===== src/hw/padc_pkg.sv =====
package padc_pkg;
    // Word format
    localparam int          WORD_W       = 16;
    localparam logic [15:0] CODE_NEG_FS  = 16'h8000;
    localparam logic [15:0] CODE_POS_FS  = 16'h7FFF;
    localparam logic [15:0] CODE_MID     = 16'h0000;
    // Differential input bounds before the output clamps
    localparam logic signed [16:0] ANALOG_MIN = 17'sh18000;
    localparam logic signed [16:0] ANALOG_MAX = 17'sh07FFF;
    // Pipeline and timing
    localparam int          PIPE_DEPTH   = 13;
    localparam int          RESET_MIN_CY = 2;
    localparam int          CAL_CYCLES   = 272800;
    localparam int          CAL_W        = 19;
    localparam int          CLK_HZ       = 50000000;
    localparam int          SAMPLE_HZ    = 2500000;
    // Cycles of i_clk per sample clock period, rounded up (slowest legal rate at max speed)
    localparam int          SAMPLE_DIV   = (CLK_HZ + SAMPLE_HZ - 1) / SAMPLE_HZ;
    localparam int          DIV_W        = 8;
    localparam logic [DIV_W-1:0] DIV_LAST = DIV_W'(SAMPLE_DIV - 1);
    localparam logic [DIV_W-1:0] DIV_HALF = DIV_W'(SAMPLE_DIV / 2 - 1);
    localparam logic [DIV_W-1:0] DIV_ZERO = 8'h00;
    localparam int          FILL_W       = 4;
    // Converter modes
    typedef enum logic [1:0]
    {
        PADC_RESET = 2'b00,
        PADC_CAL   = 2'b01,
        PADC_RUN   = 2'b10,
        PADC_IDLE  = 2'b11
    } padc_mode_t;
endpackage

===== src/hw/padc_if.sv =====
`timescale 1ns/1ns
interface padc_if;
    logic        conv_clk;       // Sample clock, driven by capture end
    logic        conv_clk_fall;  // One-cycle pulse marking the sampling edge
    logic        conv_clk_rise;  // One-cycle pulse marking the capture edge, where the word is latched
    logic        reset_hi;       // Level reset, active high
    logic        cal_hi;         // Level calibration request, active high
    logic        read_n;         // Output enable, active low
    logic        power_down_low; // Power down, active low
    logic [15:0] data_o;         // Device data drive
    logic        data_oe;        // Device data drive enable
    logic        eoc_n;          // Valid word present, active low
    wire  [15:0] data_bus;
    // Released bus reads as its pull-down level
    assign data_bus = data_oe ? data_o : 16'h0000;
    modport device
    (
        input  conv_clk, conv_clk_fall, conv_clk_rise, reset_hi, cal_hi, read_n,
               power_down_low,
        output data_o, data_oe, eoc_n
    );
    modport capture
    (
        output conv_clk, conv_clk_fall, conv_clk_rise, reset_hi, cal_hi, read_n,
               power_down_low,
        input  data_o, data_oe, eoc_n
    );
endinterface


===== src/hw/padc_device.sv =====
`timescale 1ns/1ns
module padc_device
(
    input  wire logic                i_clk,
    input  wire logic                i_rst_n,
    input  wire logic signed [16:0]  i_analog,     // Differential input, 17 bits so it can overrange
    input  wire logic                i_clk_fall_sel,
    padc_if.device                   link,
    output logic                     o_idle,
    output logic                     o_calibrating
);
    //==========================================================
    // Mode control
    //==========================================================
    padc_pkg::padc_mode_t       mode_r;
    logic [padc_pkg::CAL_W-1:0] cal_cnt_r;
    logic [1:0]                 rst_cnt_r;
    logic [padc_pkg::FILL_W-1:0] fill_r;
    logic signed [15:0]         pipe_r [padc_pkg::PIPE_DEPTH];
    logic [15:0]                out_r;
    logic                       eoc_n_r;
    logic signed [15:0]         sample_nxt;

    // Reset count; a one-cycle glitch does not clear the pipeline
    always_ff @(posedge i_clk or negedge i_rst_n)
    begin
        if (!i_rst_n)
            rst_cnt_r <= 2'h0;
        else if (!link.reset_hi)
            rst_cnt_r <= 2'h0;
        else if (link.conv_clk_rise && rst_cnt_r != 2'h3)
            rst_cnt_r <= rst_cnt_r + 2'h1;
    end

    // Mode sequencing: power down beats reset beats calibration
    always_ff @(posedge i_clk or negedge i_rst_n)
    begin
        if (!i_rst_n)
        begin
            mode_r    <= padc_pkg::PADC_RESET;
            cal_cnt_r <= '0;
        end
        else if (!link.power_down_low)
            mode_r <= padc_pkg::PADC_IDLE;
        else if (link.reset_hi)
        begin
            if (rst_cnt_r >= 2'(padc_pkg::RESET_MIN_CY - 1))
                mode_r <= padc_pkg::PADC_RESET;
        end
        else if (link.cal_hi && mode_r != padc_pkg::PADC_CAL)
        begin
            mode_r    <= padc_pkg::PADC_CAL;
            cal_cnt_r <= '0;
        end
        else if (mode_r == padc_pkg::PADC_CAL)
        begin
            if (link.conv_clk_rise)
            begin
                if (cal_cnt_r == padc_pkg::CAL_W'(padc_pkg::CAL_CYCLES - 1))
                    mode_r <= padc_pkg::PADC_RUN;
                else
                    cal_cnt_r <= cal_cnt_r + 1'b1;
            end
        end
        else if (mode_r != padc_pkg::PADC_RUN)
            mode_r <= padc_pkg::PADC_RUN;
    end

    //==========================================================
    // Conversion pipeline
    //==========================================================
    // Saturating quantiser, two's complement
    always_comb
    begin
        if (i_analog < padc_pkg::ANALOG_MIN)
            sample_nxt = padc_pkg::CODE_NEG_FS;
        else if (i_analog > padc_pkg::ANALOG_MAX)
            sample_nxt = padc_pkg::CODE_POS_FS;
        else
            sample_nxt = i_analog[15:0];
    end

    // Sample on falling edge, shift once per sample clock
    always_ff @(posedge i_clk or negedge i_rst_n)
    begin
        if (!i_rst_n)
        begin
            for (int k = 0; k < padc_pkg::PIPE_DEPTH; k++)
                pipe_r[k] <= padc_pkg::CODE_MID;
        end
        else if (link.conv_clk_fall)
        begin
            pipe_r[0] <= sample_nxt;
            for (int k = 1; k < padc_pkg::PIPE_DEPTH; k++)
                pipe_r[k] <= pipe_r[k-1];
        end
    end

    // Refill count: words only valid after thirteen fresh samples
    always_ff @(posedge i_clk or negedge i_rst_n)
    begin
        if (!i_rst_n)
            fill_r <= '0;
        else if (mode_r != padc_pkg::PADC_RUN)
            fill_r <= '0;
        else if (link.conv_clk_fall && fill_r != padc_pkg::FILL_W'(padc_pkg::PIPE_DEPTH))
            fill_r <= fill_r + 1'b1;
    end

    // Output register loads on the fall thirteen samples after capture,
    // so the word is settled at the rise where the capture end latches it
    always_ff @(posedge i_clk or negedge i_rst_n)
    begin
        if (!i_rst_n)
        begin
            out_r   <= padc_pkg::CODE_MID;
            eoc_n_r <= 1'b1;
        end
        else if (link.conv_clk_fall)
        begin
            out_r   <= pipe_r[padc_pkg::PIPE_DEPTH-1];
            eoc_n_r <= !(mode_r == padc_pkg::PADC_RUN
                         && fill_r == padc_pkg::FILL_W'(padc_pkg::PIPE_DEPTH));
        end
        else if (mode_r != padc_pkg::PADC_RUN)
            eoc_n_r <= 1'b1;
    end

    //==========================================================
    // Pins
    //==========================================================
    // Drivers only on while read is low; off in idle to save power
    assign link.data_o    = out_r;
    assign link.data_oe   = !link.read_n && mode_r != padc_pkg::PADC_IDLE;
    assign link.eoc_n     = eoc_n_r;
    assign o_idle         = mode_r == padc_pkg::PADC_IDLE;
    assign o_calibrating  = mode_r == padc_pkg::PADC_CAL;
    logic unused_sel;
    assign unused_sel = i_clk_fall_sel;
endmodule


===== src/flat_wrapper.sv =====
// flat-port wrapper written by rule: the top's interface ports become plain ports
module padc_device_flat 
  (i_clk, i_rst_n, i_analog, i_clk_fall_sel, o_idle, o_calibrating, link_conv_clk, link_conv_clk_fall, link_conv_clk_rise, link_reset_hi, link_cal_hi, link_read_n, link_power_down_low, link_data_o, link_data_oe, link_eoc_n);
  padc_if link_i ();
  input  wire logic i_clk;
  input  wire logic i_rst_n;
  input  wire logic signed [16:0] i_analog;
  input  wire logic i_clk_fall_sel;
  output logic o_idle;
  output logic o_calibrating;
  input wire logic [$bits(link_i.conv_clk)-1:0] link_conv_clk;
  input wire logic [$bits(link_i.conv_clk_fall)-1:0] link_conv_clk_fall;
  input wire logic [$bits(link_i.conv_clk_rise)-1:0] link_conv_clk_rise;
  input wire logic [$bits(link_i.reset_hi)-1:0] link_reset_hi;
  input wire logic [$bits(link_i.cal_hi)-1:0] link_cal_hi;
  input wire logic [$bits(link_i.read_n)-1:0] link_read_n;
  input wire logic [$bits(link_i.power_down_low)-1:0] link_power_down_low;
  output wire logic [$bits(link_i.data_o)-1:0] link_data_o;
  output wire logic [$bits(link_i.data_oe)-1:0] link_data_oe;
  output wire logic [$bits(link_i.eoc_n)-1:0] link_eoc_n;
  assign link_i.conv_clk = link_conv_clk;
  assign link_i.conv_clk_fall = link_conv_clk_fall;
  assign link_i.conv_clk_rise = link_conv_clk_rise;
  assign link_i.reset_hi = link_reset_hi;
  assign link_i.cal_hi = link_cal_hi;
  assign link_i.read_n = link_read_n;
  assign link_i.power_down_low = link_power_down_low;
  assign link_data_o = link_i.data_o;
  assign link_data_oe = link_i.data_oe;
  assign link_eoc_n = link_i.eoc_n;
  padc_device u_core (.i_clk(i_clk), .i_rst_n(i_rst_n), .i_analog(i_analog), .i_clk_fall_sel(i_clk_fall_sel), .link(link_i), .o_idle(o_idle), .o_calibrating(o_calibrating));
endmodule

===== config.mk =====
export PLATFORM = sky130hd
export DESIGN_NAME = padc_device_flat
export DESIGN_NICKNAME = d
export VERILOG_FILES = /design/src/hw/padc_pkg.sv /design/src/hw/padc_if.sv /design/src/hw/padc_device.sv /design/src/flat_wrapper.sv
export SDC_FILE = /design/constraint.sdc
export NUM_CORES = 1
export LEC_CHECK = 0
export ABC_AREA = 1
export BUFFER_PORTS_ARGS = -buffer_cell sky130_fd_sc_hd__buf_2
export CELL_PAD_IN_SITES_DETAIL_PLACEMENT = 1
export CELL_PAD_IN_SITES_GLOBAL_PLACEMENT = 1
export CORE_MARGIN = 2
export CORE_UTILIZATION = 47
export DETAILED_ROUTE_END_ITERATION = 8
export GPL_TIMING_DRIVEN = 0
export HOLD_SLACK_MARGIN = 0.05
export PLACE_DENSITY = 0.79
export SYNTH_ARGS = -nofsm -noshare
export SYNTH_HDL_FRONTEND = slang
export SYNTH_SLANG_ARGS = --single-unit

===== constraint.sdc =====
create_clock -name i_clk -period 2 [get_ports i_clk]
set_input_delay 0.2 -clock i_clk [delete_from_list [all_inputs] [get_ports i_clk]]
set_output_delay 0.2 -clock i_clk [all_outputs]
set_load 0.01 [all_outputs]

### Word level (Yosys, flattened, before mapping)

Cells that the tools add are included.

* register bits: 252
* output and inout port bits: 20
* logic and storage cells: 75
* bits of input ports: 27

* order comparisons: 3
* multiplexer cells: 20
* reduce and logical (&&, ||, !) cells: 13
* bitwise logic cells: 1
* add/subtract/negate cells: 3
* eq/ne operators: 16

Operator list (count)
* 2-to-1 mux 19 bit: 4
* 2-to-1 mux 16 bit: 2
* 2-to-1 mux 2 bit: 10
* adder 19 x 1 -> 19 bit, second input constant: 1
* == test 19 bit, second input constant: 1
* greater-than comparator 17 x 16 -> 1 bit, second input constant: 1
* < comparator 17 x 16 -> 1 bit, second input constant: 1
* != test 5 x 3 -> 1 bit, second input constant: 2
* 2-to-1 mux 4 bit: 2
* nonzero test 2 bit: 4
* != test 2 x 1 -> 1 bit, second input constant: 3
* != test 2 bit, second input constant: 3
* logical AND 1 bit: 5
* != test 5 x 4 -> 1 bit, second input constant: 1
* AND reduction 5 bit: 1
* adder 4 x 1 -> 4 bit, second input constant: 1
* == test 2 bit, second input constant: 2
* == test 4 bit, second input constant: 1
* != test 4 bit, second input constant: 1
* AND reduction 4 bit: 1
* != test 3 x 2 -> 1 bit, second input constant: 1
* adder 2 x 1 -> 2 bit, second input constant: 1
* == test 2 x 1 -> 1 bit, second input constant: 1
* greater-or-equal comparator 2 x 1 -> 1 bit, second input constant: 1
* 3 further kinds: 5

### Longest topological paths before layout

* word-level depth: 7
* depth in mapped cells: 11

### Worst setup path before layout

Ideal clock, no wire load.

* path type: reg2reg
* from: reg u_core.cal_cnt_r[0] (netlist name)
* to: reg u_core.cal_cnt_r[1] (netlist name)
* library setup time: 117 ps
* path buffers: 1
* data arrival time: 1391 ps
* clock period less this slack: 1508 ps
* data required time: 1883 ps
* stages on the path, launching flop included: 10
* path slack: 492 ps
* cells stage by stage: dfrtp_1 > ha_1 > nand2_2 > nor2_2 > nand3_1 > nand2_2 > nand2_4 > buf_4 > nand3b_1 > nand2_1

* longest elaborated chain between the ends: 5
* elaborated cells on any way between the ends: 8
* those cells by class: 1 x add/sub; 2 x eq/ne; 4 x mux; 1 x reduce/logical

RTL lines
* start: declaration: RTL line padc_device.sv:16 `logic [padc_pkg::CAL_W-1:0] cal_cnt_r;`
* start signal: assignment: RTL line padc_device.sv:62 `cal_cnt_r <= cal_cnt_r + 1'b1;`
* adder 19 x 1 -> 19 bit: RTL line padc_device.sv:62
* 2-to-1 mux 19 bit: RTL line padc_device.sv:59 `if (cal_cnt_r == padc_pkg::CAL_W'(padc_pkg::CAL_CYCLES - 1))`
* 2-to-1 mux 19 bit: RTL line padc_device.sv:57 `if (link.conv_clk_rise)`
* 2-to-1 mux 19 bit: RTL line padc_device.sv:55 `else if (mode_r == padc_pkg::PADC_CAL)`
* 2-to-1 mux 19 bit: RTL line padc_device.sv:50 `else if (link.cal_hi && mode_r != padc_pkg::PADC_CAL)`

Several ways; a longest one is shown, not always the timed one. The select of a mux whose other input is x is not followed.
A chain may end at the register's enable or synchronous reset.

### Worst setup path after layout

Ends and elaborated chain as after synthesis.

==> run_results.csv <==
group,metric,value,unit
status,status,"complete, no violations",
setup_path,critPathMaxFanout,10,
placed_design,post-dp-hpwl,16.9,mm
placed_design,routabilityCongestion,0.860,
setup_path,cp.arrival,2.27,ns
cts,h-tree-depth,1,
setup_path,r2r_start,"u_core.cal_cnt_r[0]",
final_layout,nets,1267,
placed_design,postPlaceCellArea,10800,µm²
pwr,p_per_area,1060,nW/µm²
job,drv_cap,0,
setup_path,worstSetupPathType,"reg2reg",
floorplan,die_h,151,µm
timing,setup_viol_count_final,0,
setup_path,path_delay_family,"simple AND/OR/NAND/NOR gates",
placed_design,post-place-cells,1461,
placed_design,port_buffers,44,
final_layout,drive_gt1_share,9.57,%
final_layout,area_delta_synth_final,16.7,%
timing,finalHoldViolCount,0,
final_layout,fillers,2493,
yosys,post_synth.cell_area_avg,8.89,µm²
grt,grt_max_degree,98,
timing,hold_ws,0.0593,ns
floorplan,initial_core_util,48.0,%
grt,antenna_found_initial,0,
timing,fmax,0.542,GHz
final_layout,final_cell_mix,"nand2_1, dfrtp_1, o21ai_0, inv_1, nor2_1",
setup_path,critical_path.slowest_cell,"dfrtp_1",
setup_path,crit_top_cell,"nand2_2",
final_layout,final_cells,1529,
setup_path,endpoint_kind,"register",
yosys,synthCells,1140,
final_layout,design_area,11800,µm²
timing,slew_violations,0,
routing,dr.pass1.iters,4,
pwr,vdd_ir_drop_max,0.000725,V
timing,min_period,1.84,ns
routing,wirelength,25.1,mm
grt,grt_overflow_total,0,
cts,cts_buffers,28,
grt,grt_pass1_vias,8580,
cts,cts_tree,"yes",
routing,drcViolationCount,0,
timing,finClkSkew,0.00936,ns
setup_path,max_stage_delay,0.42,ns
setup_path,worstPathCellList,"ha_2, nand2_2, nor2_2, nand3_1, nand2_2, nand2_4, buf_4, nand3b_1, nand2_1",
yosys,synth_area,10100,µm²
worst_hold_path,hold_path_class,"in2reg",
cts,cts.sinks,252,
setup_path,worstSetupStartpoint,"u_core.cal_cnt_r[0]",
setup_path,cp.required,2.43,ns
routing,drt-initial-drc-count,324,
floorplan,core_area,21100,µm²
timing,relSlewSlack,55.6,%
floorplan,die_w,151,µm
yosys,ys_ff_latch,252,
pwr,power.leakage,5.70,nW
yosys,synth_cell_types,32,
yosys,yosysWarnings,0,
cts,clkLatencyLatePin,0.54,ns
grt,grt_usage,23.2,%
worst_hold_path,hp-start,"link_conv_clk_rise",
setup_path,worst-path-buf-inv,1,
cts,clockBufferDepth,3,
cts,cts-root-buf,"clkbuf_16",
timing,rsz0062_at_grt,"no",
yosys,yosysSeqAreaShare,62.2,%
cts,clkSlewWorstSetupHoldPaths,0.06,ns
floorplan,ios,47,
routing,wl_per_cell,16.4,µm
routing,antenna_left,0,
timing,tightest_slew,0.665,ns
yosys,syn-num-nets,1172,
final_layout,fin_util,56.1,%
timing,period_share,92.2,%
routing,vias,7804,
grt,grt_pass1_wl,42.1,mm
final_layout,diodes,0,
final_layout,layout_commonest_cell,"nand2_1",
floorplan,dieArea,22700,µm²
setup_path,critPathLaunchType,"register",
floorplan,num_rows,53,
routing,vias_per_cell,5.10,
[tightest hold or removal path: stages]
cell,delay (ns)
buf_2,0.10
inv_1,0.07
nor2_1,0.05
nand3_1,0.05
o21ai_0,0.07
[metrics by stage]
stage	setup WS (ns)	setup TNS [ns]	total power, mW
after floorplan	0.492	0	7.00
after global placement	-3.84	-963.54	7.51
after detailed placement	0.109	0	7.64
after CTS	0.132	0	12.6
after global routing	0.00535	0	13.1
final	0.156	0	12.5
[routing by layer]
metal | track usage [%] | part of all wire (%) | vias up
met5 | 0 | 0 | -
met4 | 5.93 | 2.2 | 0
met3 | 2.71 | 2.6 | 43
met2 | 42.1 | 51 | 92
met1 | 29.6 | 44 | 3918
li1 | - | - | 3751
[what timing repair did]
action	in CTS	in global routing
resized for setup	0	1
hold buffers	19	0
buffers inserted	0	0
setup endpoints to repair	0	6
hold endpoints to repair	102	0
[synthesized netlist by cell type]
cell | number | share of area [%]
nand2_2 | 2 | 0.12
xor2_1 | 1 | 0.086
nor2_1 | 65 | 2.4
o21ai_0 | 194 | 9.6
nand2_8 | 1 | 0.20
nand2_1 | 375 | 14
inv_1 | 119 | 4.4
dfstp_2 | 1 | 0.26
clkbuf_1 | 29 | 1.1
o22ai_1 | 12 | 0.74
inv_2 | 1 | 0.037
nand3b_1 | 1 | 0.074
a21oi_1 | 10 | 0.49
nor3b_1 | 1 | 0.074
and2_1 | 1 | 0.062
dfrtp_1 | 251 | 62
clkinv_1 | 1 | 0.037
ha_1 | 5 | 0.62
xnor2_1 | 1 | 0.086
o31ai_1 | 1 | 0.074
nand4_1 | 1 | 0.062
nand2_4 | 1 | 0.11
nand3_1 | 28 | 1.4
buf_2 | 21 | 1.0
nor3_1 | 6 | 0.30
or2_2 | 1 | 0.062
o21a_1 | 1 | 0.074
buf_4 | 1 | 0.074
nor2_2 | 2 | 0.12
buf_1 | 3 | 0.11
o21bai_1 | 2 | 0.15
buf_12 | 1 | 0.20
[flip-flops by register name, summed over array words and instances, names as in the netlist]
register / flops
u_core.fill_r: 4
u_core.pipe_r: 208
u_core.cal_cnt_r: 19
u_core.link.eoc_n: 1
u_core.mode_r: 2
u_core.rst_cnt_r: 2
u_core.link.data_o: 16
[cells by family (layout without fill, tap and decap cells)]
family / count (synthesis) / after routing / share of synthesized area, %
AOI/OAI and AO/OA: 220 / 220 / 11.1
xor gates and xnor gates: 2 / 2 / 0.173
adders and majority gates: 5 / 5 / 0.617
buffers and inverters: 176 / 290 / 6.98
DFF: 252 / 252 / 62.2
and+or+nand+nor: 485 / 485 / 18.9
[final cells by class]
cell class	count	area, µm²	area share (%)
plain buffers	55	253	2.14
clock buffers	40	786	6.64
clock inverters	9	87.6	0.741
inverters	121	454	3.84
multi-input cells	712	3120	26.4
flip-flops and latches	252	6310	53.3
well taps	275	344	2.91
repair buffers	65	475	4.02
[final timing paths]
kind / to / slack [ns] / cells after the start
setup / recovery: u_core.cal_cnt_r[1] / 0.16 / 9
hold / removal: u_core.rst_cnt_r[0] / 0.06 / 5
setup reg to reg: u_core.cal_cnt_r[1] / 0.16 / 9
hold reg to reg: u_core.fill_r[3] / 0.47 / 1
max in group asynchronous: u_core.cal_cnt_r[18] / 0.86 / 3
min in group asynchronous: u_core.pipe_r[127] / 0.24 / 2
[where the power goes]
group / switching [mW] / total (mW) / internal [mW]
combinational: 0.933 / 1.41 / 0.478
clock: 2.03 / 4.89 / 2.85
sequential: 0.379 / 6.19 / 5.81
(Power assumes the default switching activity.)
